### config.mk
export PLATFORM = sky130hd
export DESIGN_NAME = exec_state
export DESIGN_NICKNAME = d
export VERILOG_FILES = /design/src/exec_state_pkg.sv /design/src/cond_eval.sv /design/src/exec_state.sv
export VERILOG_INCLUDE_DIRS = /design/src
export SDC_FILE = /design/constraint.sdc
export NUM_CORES = 1
export LEC_CHECK = 0
export ABC_AREA = 1
export BUFFER_PORTS_ARGS = -buffer_cell sky130_fd_sc_hd__buf_4
export CORE_AREA = 2 2 78 80
export DETAILED_ROUTE_END_ITERATION = 8
export DIE_AREA = 0 0 80 82
export GPL_ROUTABILITY_DRIVEN = 0
export GPL_TIMING_DRIVEN = 0
export PLACE_DENSITY = 0.72
export SLEW_MARGIN = 0
export SYNTH_ARGS = -nofsm -noshare
export SYNTH_HDL_FRONTEND = slang
export SYNTH_SLANG_ARGS = --single-unit
### constraint.sdc
create_clock -name clk -period 1.3 [get_ports clk]
set_clock_uncertainty 0.1 [all_clocks]
set_input_delay 0.13 -clock clk [delete_from_list [all_inputs] [get_ports clk]]
set_output_delay 0.13 -clock clk [all_outputs]
set_load 0.05 [all_outputs]
### src/exec_state_defines.svh
// bit positions, reset values and view codes of the execution-state block
`ifndef EXEC_STATE_DEFINES_SVH
`define EXEC_STATE_DEFINES_SVH

//------------------------------------------------------------
// field positions
//------------------------------------------------------------
`define PSW_SAT_BIT       27
`define PSW_STATE_BIT     24
`define PSW_HI_MSB        26
`define PSW_HI_LSB        25
`define PSW_LO_MSB        15
`define PSW_LO_LSB        10
`define PSW_RESUME_MSB    15
`define PSW_RESUME_LSB    12

//------------------------------------------------------------
// reset values
//------------------------------------------------------------
`define PSW_RESET         32'h01000000
`define EXEC_FIELD_RESET  8'h00
`define STATE_BIT_RESET   1'b1

//------------------------------------------------------------
// view select codes of a special-register access
//------------------------------------------------------------
`define VIEW_FULL         2'h0
`define VIEW_FLAGS        2'h1
`define VIEW_EXEC         2'h2
`define VIEW_OTHER        2'h3

`endif

### src/exec_state_pkg.sv
// types shared by the execution-state block
package exec_state_pkg;

	// what the split field currently holds
	typedef enum logic [1:0] {FIELD_IDLE, FIELD_IFTHEN, FIELD_RESUME} field_mode_t;

endpackage : exec_state_pkg

### src/cond_eval.sv
// condition-code evaluator for conditional execution
`timescale 1ns/100ps

module cond_eval
(
	input  wire logic [3:0] cond,
	input  wire logic [3:0] flags,
	output logic            pass
);

	logic n;
	logic z;
	logic c;
	logic v;
	logic base;

	assign n = flags[3];
	assign z = flags[2];
	assign c = flags[1];
	assign v = flags[0];

	// evaluate the base condition, then invert on the low bit; base code 7 always passes
	always_comb
	begin
		case (cond[3:1])
			3'h0:    base = z;
			3'h1:    base = c;
			3'h2:    base = n;
			3'h3:    base = v;
			3'h4:    base = c & ~z;
			3'h5:    base = (n == v);
			3'h6:    base = ~z & (n == v);
			default: base = 1'b1;
		endcase
		if (cond[3:1] == 3'h7)
			pass = 1'b1;
		else
			pass = base ^ cond[0];
	end

endmodule : cond_eval

### src/exec_state.sv
// execution-state part of the status word: split field, state bit, saturation flag
`timescale 1ns/100ps
`include "exec_state_defines.svh"

module exec_state
	import exec_state_pkg::*;
(
	input  wire logic        clk,
	input  wire logic        sys_rst,
	// condition flags from the flag view, for conditional execution
	input  wire logic [3:0]  cond_flags,
	// saturation event from the arithmetic unit
	input  wire logic        sat_event,
	// if-then instruction issue: 8-bit state (base condition + mask)
	input  wire logic        ifthen_issue,
	input  wire logic [7:0]  ifthen_value,
	// one instruction retires (or is skipped) in the stream
	input  wire logic        instr_step,
	// indirect branch, branch-with-link indirect, pop to program counter
	input  wire logic        branch_load,
	input  wire logic [31:0] branch_target,
	// exception entry and return
	input  wire logic        exc_entry,
	input  wire logic [31:0] exc_vector,
	input  wire logic        exc_return,
	input  wire logic [31:0] exc_stacked_psw,
	// multi-register transfer interrupted, with the next operand number
	input  wire logic        xfer_suspend,
	input  wire logic [3:0]  xfer_next_reg,
	input  wire logic        xfer_done,
	// special-register access from software
	input  wire logic        sr_write,
	input  wire logic [1:0]  sr_view,
	input  wire logic [31:0] sr_wdata,
	input  wire logic        sr_internal,
	output logic [31:0]      sr_rdata,
	// status to the pipeline
	output logic             exec_enable,
	output logic             in_ifthen,
	output logic             state_fault,
	output logic [3:0]       resume_reg,
	output logic             sat_flag,
	output logic             state_bit
);

	//------------------------------------------------------------
	// state
	//------------------------------------------------------------
	logic        sat_reg;
	logic        state_reg;
	logic [7:0]  exec_field_reg;
	field_mode_t mode_reg;
	logic        fault_reg;
	logic [31:0] psw_full;
	logic        cond_pass;
	logic [3:0]  cur_cond;
	logic        write_flags;

	// true for the views that carry the flag bits
	function automatic logic view_has_flags(input logic [1:0] view);
		view_has_flags = (view == `VIEW_FULL) || (view == `VIEW_FLAGS);
	endfunction : view_has_flags

	// true for the views that carry execution-state bits
	function automatic logic view_has_exec(input logic [1:0] view);
		view_has_exec = (view == `VIEW_FULL) || (view == `VIEW_EXEC);
	endfunction : view_has_exec

	assign write_flags = sr_write && view_has_flags(sr_view);

	//------------------------------------------------------------
	// saturation flag
	//------------------------------------------------------------
	// only a software write clears; a same-cycle event wins
	always_ff @(posedge clk or posedge sys_rst)
	begin
		if (sys_rst)
			sat_reg <= 1'b0;
		else if (sat_event)
			sat_reg <= 1'b1;
		else if (write_flags)
			sat_reg <= sr_wdata[`PSW_SAT_BIT];
	end

	//------------------------------------------------------------
	// instruction-set state bit
	//------------------------------------------------------------
	// entry, return and indirect branches reload it; software cannot
	always_ff @(posedge clk or posedge sys_rst)
	begin
		if (sys_rst)
			state_reg <= `STATE_BIT_RESET;
		else if (exc_entry)
			state_reg <= exc_vector[0];
		else if (exc_return)
			state_reg <= exc_stacked_psw[`PSW_STATE_BIT];
		else if (branch_load)
			state_reg <= branch_target[0];
	end

	// fault when an instruction is attempted with the bit clear
	always_ff @(posedge clk or posedge sys_rst)
	begin
		if (sys_rst)
			fault_reg <= 1'b0;
		else
			fault_reg <= instr_step && !state_reg && !exc_entry;
	end

	//------------------------------------------------------------
	// split execution-state field
	//------------------------------------------------------------
	// field bits [7:2] map to 15:10, bits [1:0] to 26:25
	always_ff @(posedge clk or posedge sys_rst)
	begin
		if (sys_rst)
		begin
			exec_field_reg <= `EXEC_FIELD_RESET;
			mode_reg       <= FIELD_IDLE;
		end
		else if (exc_entry)
		begin
			exec_field_reg <= `EXEC_FIELD_RESET;
			mode_reg       <= FIELD_IDLE;
		end
		else if (exc_return)
		begin
			// restore both halves from the stacked word
			exec_field_reg <= {exc_stacked_psw[`PSW_LO_MSB:`PSW_LO_LSB],
				exc_stacked_psw[`PSW_HI_MSB:`PSW_HI_LSB]};
			if (exc_stacked_psw[`PSW_LO_LSB +: 2] != 2'h0 ||
				exc_stacked_psw[`PSW_HI_MSB:`PSW_HI_LSB] != 2'h0)
				mode_reg <= FIELD_IFTHEN;
			else if (exc_stacked_psw[`PSW_RESUME_MSB:`PSW_RESUME_LSB] != 4'h0)
				mode_reg <= FIELD_RESUME;
			else
				mode_reg <= FIELD_IDLE;
		end
		else if (xfer_suspend)
		begin
			// next operand to 15:12, all other field bits zero
			exec_field_reg <= {xfer_next_reg, 4'h0};
			mode_reg       <= FIELD_RESUME;
		end
		else if (ifthen_issue)
		begin
			// field layout: [7:4] base condition, [3:0] mask
			exec_field_reg <= {ifthen_value[7:4], ifthen_value[3:0]};
			mode_reg       <= FIELD_IFTHEN;
		end
		else
		begin
			case (mode_reg)
				FIELD_IFTHEN:
				begin
					if (instr_step)
					begin
						if (exec_field_reg[2:0] == 3'h0)
						begin
							exec_field_reg <= `EXEC_FIELD_RESET;
							mode_reg       <= FIELD_IDLE;
						end
						else
							// shift mask; top bit feeds condition lsb
							exec_field_reg[4:0] <= {exec_field_reg[3:0], 1'b0};
					end
				end
				FIELD_RESUME:
				begin
					if (xfer_done)
					begin
						exec_field_reg <= `EXEC_FIELD_RESET;
						mode_reg       <= FIELD_IDLE;
					end
				end
				FIELD_IDLE:
				begin
					exec_field_reg <= `EXEC_FIELD_RESET;
				end
				default:
				begin
					exec_field_reg <= `EXEC_FIELD_RESET;
					mode_reg       <= FIELD_IDLE;
				end
			endcase
		end
	end

	//------------------------------------------------------------
	// conditional execution inside an if-then block
	//------------------------------------------------------------
	// the current condition is base with its lsb from the mask
	assign cur_cond = exec_field_reg[7:4];

	cond_eval u_cond_eval
	(
		.cond  (cur_cond),
		.flags (cond_flags),
		.pass  (cond_pass)
	);

	assign in_ifthen   = (mode_reg == FIELD_IFTHEN);
	assign exec_enable = state_reg && (!in_ifthen || cond_pass);

	//------------------------------------------------------------
	// full status word and software read-back
	//------------------------------------------------------------
	// force 26:25 to zero while the resume state is held
	always_comb
	begin
		psw_full = 32'h00000000;
		psw_full[`PSW_SAT_BIT]   = sat_reg;
		psw_full[`PSW_STATE_BIT] = state_reg;
		psw_full[`PSW_LO_MSB:`PSW_LO_LSB] = exec_field_reg[7:2];
		if (mode_reg == FIELD_RESUME)
			psw_full[`PSW_HI_MSB:`PSW_HI_LSB] = 2'h0;
		else
			psw_full[`PSW_HI_MSB:`PSW_HI_LSB] = exec_field_reg[1:0];
	end

	// software sees no execution-state bits; the stacking path does
	always_ff @(posedge clk or posedge sys_rst)
	begin
		if (sys_rst)
			sr_rdata <= 32'h00000000;
		else
		begin
			sr_rdata <= 32'h00000000;
			if (view_has_flags(sr_view))
				sr_rdata[`PSW_SAT_BIT] <= sat_reg;
			if (view_has_exec(sr_view) && sr_internal)
			begin
				sr_rdata[`PSW_HI_MSB:`PSW_STATE_BIT] <=
					psw_full[`PSW_HI_MSB:`PSW_STATE_BIT];
				sr_rdata[`PSW_LO_MSB:`PSW_LO_LSB] <=
					psw_full[`PSW_LO_MSB:`PSW_LO_LSB];
			end
			// software reads of exec bits stay zero
		end
	end

	assign state_fault = fault_reg;
	assign resume_reg  = (mode_reg == FIELD_RESUME) ?
		exec_field_reg[7:4] : 4'h0;
	assign sat_flag    = sat_reg;
	assign state_bit   = state_reg;

endmodule : exec_state

==> impl_metrics.tcl, run 1 <==
set metrics [dict create \
    antenna_found_initial 0 \
    clock_path_buffers 2 \
    totalWireLength_um 3810 \
    ys_seq_elements 23 \
    maxSlewViolCount 0 \
    path_buf_inv 3 \
    design.core.area_um2 5750 \
    ir_drop_mv 0.390 \
    synth_cell_types 26 \
    n_fill_cell 629 \
    layout_commonest_cell "buf_4" \
    violations "hold timing, setup timing" \
    dpl_cell_area_um2 2060 \
    clockPowerShare 0.227 \
    regArea_um2 577 \
    diodes 0 \
    drc 0 \
    p_sw_w 0.000694 \
    cpPeakStageDelay_ns 0.41 \
    clock-sinks 23 \
    cts_root_buf "clkbuf_8" \
    start_util 0.250 \
    syn_inst 196 \
    critPathLaunchType "register" \
    layout.nets 445 \
    clk_latency_ns 0.26 \
    fin_ws_ns -0.511 \
    leakage_nw 1.24 \
    htreeDepth 1 \
    synth_top_area_cell "dfrtp_1" \
    period_share 1.39 \
    grt_max_degree 24 \
    path_max_fanout 3 \
    hold_viol_final 23 \
    vias 1476 \
    layout_min_cycle_time_ns 1.81 \
    grt_pass1_vias 1435 \
    syn2layout_area_growth_pct 57.8 \
    die_h_um 82 \
    crit_chain "buf_4 -> nor2_1 -> a21oi_1 -> nand2_1 -> nand2_1 -> nand2_1 -> nand3_2 -> nand2_2 -> clkinvlp_4 -> buf_8" \
    synth_top_area_frac 0.383 \
    final_cell_mix "buf_4 (77), nand2_1 (34), inv_1 (27)" \
    drive_above_1_share 0.406 \
    synth.area.top_cells "dfrtp_1 (38%), buf_4 (11%), nand2_1 (10%)" \
    async_flop_share 1.00 \
    post-place-ws_ns -0.253 \
    run_status "finished, violations left" \
    ant_nets 0 \
    io_buffers 59 \
    max_cap_violations 0 \
    switching_share 0.360 \
    critPathArrivalTime_ns 1.58 \
    crit_family "simple AND/OR/NAND/NOR gates" \
    relSlewSlack 0.439 \
    final_cell_area_um2 2270 \
    synth_edf_count 0 \
    multi_input_area_um2 694 \
    cts_tree "done" \
    cts_buffers 3 \
    end_kind "output pin" \
    yosys_warnings 0 \
    dr.pass1.iters 4 \
    whs_ns -0.0602 \
    die_w_um 80 \
    die_area_um2 6560 \
    grt_pass1_wl_um 6230 \
    critical_path_class "reg2out" \
    p_comb_frac 0.371 \
    r2r-end "mode_reg[0]" \
    crit_required_ns 1.07 \
    routedWlPerCell_um 10.6 \
    largest_reg_flops 10 \
    pwr_density_cell_nw_per_um2 851 \
    reg2reg_depth 6 \
    setup_violations 9 \
    grt_use_total 0.122 \
    ys.flop_type "dfrtp_1" \
    timing.rr.start "mode_reg[0]" \
    rows 28 \
    netlist_area_um2 1440 \
    totalPowerFinal_w 0.00193 \
    r2r_setup_slack_ns -0.07 \
    hpwl_um 3190 \
    p_seq_frac 0.402 \
    final_util 0.394 \
    crit_top_cell "nand2_1" \
    seq_area_frac_synth 0.402 \
    drt_iter0_markers 70 \
    clk_pin_slew_ns 0.08 \
    routed_via_density 4.09 \
    hold_class "in2async" \
    grt.overflow.total 0 \
    internal_power_w 0.00123 \
    rsz0062_at_grt "true" \
    io_pins 199 \
    synth.avg_cell_area_um2 7.33 \
    fmax_ghz 0.552 \
    max_slew.worst_pin.slew_ns 0.841 \
    slowest_stage "dfrtp_1" \
]
==> final cells by class <==
| type | count | share of cell area |
|---|---|---|
| Buffer | 23 | 0.0779 |
| Clock buffer | 4 | 0.0199 |
| Inverter | 36 | 0.0624 |
| Multi-Input combinational cell | 135 | 0.306 |
| Sequential cell | 23 | 0.255 |
| Tap cell | 75 | 0.0414 |
| Timing Repair Buffer | 65 | 0.237 |
==> repair_timing <==
action	4_1_cts	5_1_grt
pin swaps	1	10
setup buffers	3	1
gates resized for setup	16	23
hold buffers	2	0
hold endpoints to repair	24	0
endpoints found under the setup margin	16	17
==> through the flow <==
step / setup TNS, ns / cells
after floorplan: -0.824 / 217
after global placement: -0.564 / 351
after detailed placement: -0.756 / 351
after CTS: -0.928 / 360
after global routing: -1.52 / 361
final: -0.910 / 361
==> cell families after synthesis <==
family	Yosys count	synth area share
buffers and inverters	59	0.217
AO/OA/AOI/OAI	31	0.137
AND/OR/NAND/NOR	82	0.242
flip-flops	23	0.402
other	1	0.00261
==> power by group through the flow <==
stage | registers (W) | logic, W | clock network [W]
global route | 0.000780 | 0.000771 | 0.000490
detailed placement | 0.000787 | 0.000648 | 0
finish | 0.000775 | 0.000715 | 0.000438
global placement | 0.000785 | 0.000641 | 0
CTS | 0.000774 | 0.000683 | 0.000450
floorplan | 0.000843 | 0.000396 | 0
==> worst max path at each step <==
| stage | from | end | cells past startpoint |
|---|---|---|---|
| 2_1_floorplan | mode_reg[0] | resume_reg[0] | 3 |
| 3_3_place_gp | exec_field_reg[5] | exec_enable | 11 |
| 3_5_place_dp | exec_field_reg[5] | exec_enable | 11 |
| 4_1_cts | exec_field_reg[5] | exec_enable | 11 |
| 5_1_grt | exec_field_reg[5] | exec_enable | 11 |
| 6_report | exec_field_reg[5] | exec_enable | 10 |
==> metal layers <==
layer / GRT usage / wire, um / vias to the layer above
met5: 0 / 0 / -
met4: 0.0254 / 27 / 0
met3: 0.0286 / 357 / 3
met2: 0.203 / 1710 / 74
met1: 0.162 / 1720 / 652
li1: - / - / 747
==> synth_stat cells (all sizes together), types with 2 or more instances <==
master and n:
inv 35, nor2 25, nor3 2, dfrtp 22, nand2 40, buf 23, o21ai 16, a31oi 2
a21oi 5, nand3 14, o22ai 5
==> worst register-to-register path: cells and delay by family, from the launching register on <==
family	cells	cell delay, ns
buffers and inverters	1	0.11
and+or+nand+nor	3	0.36
DFF	1	0.41
AOI/OAI and AO/OA	2	0.34
Note: power is estimated with default switching activity, not from simulation.
==> run 2: changes to the inputs <==
CELL_PAD_IN_SITES_DETAIL_PLACEMENT = 0   (was unset)
CELL_PAD_IN_SITES_GLOBAL_PLACEMENT = 1   (was unset)
CORE_AREA = unset   (was 2 2 78 80)
CORE_UTILIZATION = 18   (was unset)
DIE_AREA = unset   (was 0 0 80 82)
PLACE_DENSITY = 0.84   (was 0.72)
==> impl_metrics.tcl, run 2 (same netlist as run 1, synthesis figures left out) <==
set metrics [dict create \
    min_to "state_bit" \
    maxSlewViolCount 0 \
    cts_root_buf "clkbuf_8" \
    fin_cells 398 \
    io_pins 199 \
    layout_min_cycle_time_ns 1.82 \
    final_cell_mix "buf_4 (82), nand2_1 (34), inv_1 (27)" \
    leakage_nw 1.31 \
    grt_max_degree 24 \
    dpl_cell_area_um2 2090 \
    ant_nets 0 \
    final_util 0.313 \
    crit_required_ns 1.07 \
    rsz0062_at_grt "true" \
    drc 0 \
    max_cap_violations 0 \
    routedWlPerCell_um 11.0 \
    path_max_fanout 5 \
    drt_iter0_markers 108 \
    run_status "finished, violations left" \
    antenna_found_initial 0 \
    hold-path-cell-count 3 \
    cts_buffers 3 \
    reg2reg_depth 8 \
    clk_pin_slew_ns 0.08 \
    hpwl_um 3290 \
    rows 32 \
    start_util 0.186 \
    io_buffers 59 \
    largest_reg_flops 10 \
    die_area_um2 8340 \
    timing.rr.start "mode_reg[1]" \
    grt.overflow.total 0 \
    r2r-end "mode_reg[0]" \
    regArea_um2 577 \
    syn2layout_area_growth_pct 68.6 \
    totalPowerFinal_w 0.00199 \
    layout_commonest_cell "buf_4" \
    cts_tree "done" \
    fmax_ghz 0.549 \
    crit_chain "nand2_1 -> nor2_1 -> nor2_1 -> nand2_1 -> nand3_1 -> nand3_2 -> nand2_2 -> clkinvlp_4 -> buf_8" \
    slowest_stage "dfrtp_1" \
    die_w_um 91.3 \
    period_share 1.40 \
    design.core.area_um2 7730 \
    critical_path_class "reg2out" \
    fin_ws_ns -0.522 \
    n_fill_cell 828 \
    ir_drop_mv 0.328 \
    die_h_um 91.3 \
    critPathArrivalTime_ns 1.59 \
    hp-start "exc_vector[0]" \
    htreeDepth 1 \
    cpPeakStageDelay_ns 0.44 \
    r2r_setup_slack_ns -0.29 \
    path_buf_inv 2 \
    whs_ns 0.00423 \
    grt_pass1_vias 1460 \
    multi_input_area_um2 723 \
    end_kind "output pin" \
    routed_via_density 3.72 \
    numPlacedInstances 378 \
    vias 1479 \
    totalWireLength_um 4390 \
    dr.pass1.iters 4 \
    setup_violations 18 \
    drive_above_1_share 0.429 \
    clock_path_buffers 2 \
    grt_use_total 0.105 \
    clk_latency_ns 0.26 \
    pwr_density_cell_nw_per_um2 821 \
    clock-sinks 23 \
    grt_pass1_wl_um 6870 \
    layout.nets 455 \
    crit_family "simple AND/OR/NAND/NOR gates" \
    hold_viol_final 0 \
    violations "setup timing" \
    diodes 0 \
    critPathLaunchType "register" \
    hold_class "in2reg" \
    final_cell_area_um2 2420 \
]
## run 2: timing repair
item / in CTS / in global routing
resized for setup: 35 / 15
setup buffers: 12 / 5
pin swaps: 10 / 5
setup endpoints to repair: 15 / 41
endpoints found under the hold margin: 24 / 0
hold buffers: 3 / 0
## run 2: report_power, final
part           internal [W]  total [W]  leakage, nW  switching [W]
Sequential         0.000752   0.000777        0.301      0.0000242
Clock              0.000219   0.000441       0.0228       0.000222
Combinational      0.000295   0.000769        0.984       0.000474
Total               0.00127    0.00199         1.31       0.000721
## run 2: how the worst max path moves through the flow
stage	start	to	slack, ns	cells after the start
final	exec_field_reg[6]	exec_enable	-0.52	9
after global routing	exec_field_reg[5]	exec_enable	-0.61	11
after CTS	exec_field_reg[5]	exec_enable	-0.50	11
after detailed placement	exec_field_reg[5]	exec_enable	-0.26	11
after floorplan	mode_reg[0]	resume_reg[0]	-0.17	3
after global placement	exec_field_reg[5]	exec_enable	-0.25	11
## run 2: area by class of cell
type | count | share of cell area
clock buffer | 4 | 0.0186
multi-input combinational | 135 | 0.299
tap | 102 | 0.0527
timing repair buffer | 75 | 0.259
sequential | 23 | 0.238
buffer | 23 | 0.0729
inverter | 36 | 0.0599
## run 2: worst reg2reg max path: cells and delay by family (launching register included)
kind            cells  cell delay, ns
simple gates        3            0.37
compound gates      2            0.38
flops               1            0.39
buf+inv             3            0.29
## run 2: stage by stage
step,TNS (ns),worst slack (ns)
after floorplan,-0.824,-0.167
after global placement,-0.576,-0.255
after detailed placement,-0.673,-0.261
after CTS,-2.17,-0.497
after global routing,-4.75,-0.611
final,-3.78,-0.522
## run 2: routing by layer
metal	wire length [um]	up-vias	GRT usage
met5	0	-	0
met4	48	0	0.0317
met3	377	5	0.0285
met2	1950	77	0.174
met1	2020	628	0.132
li1	-	769	-
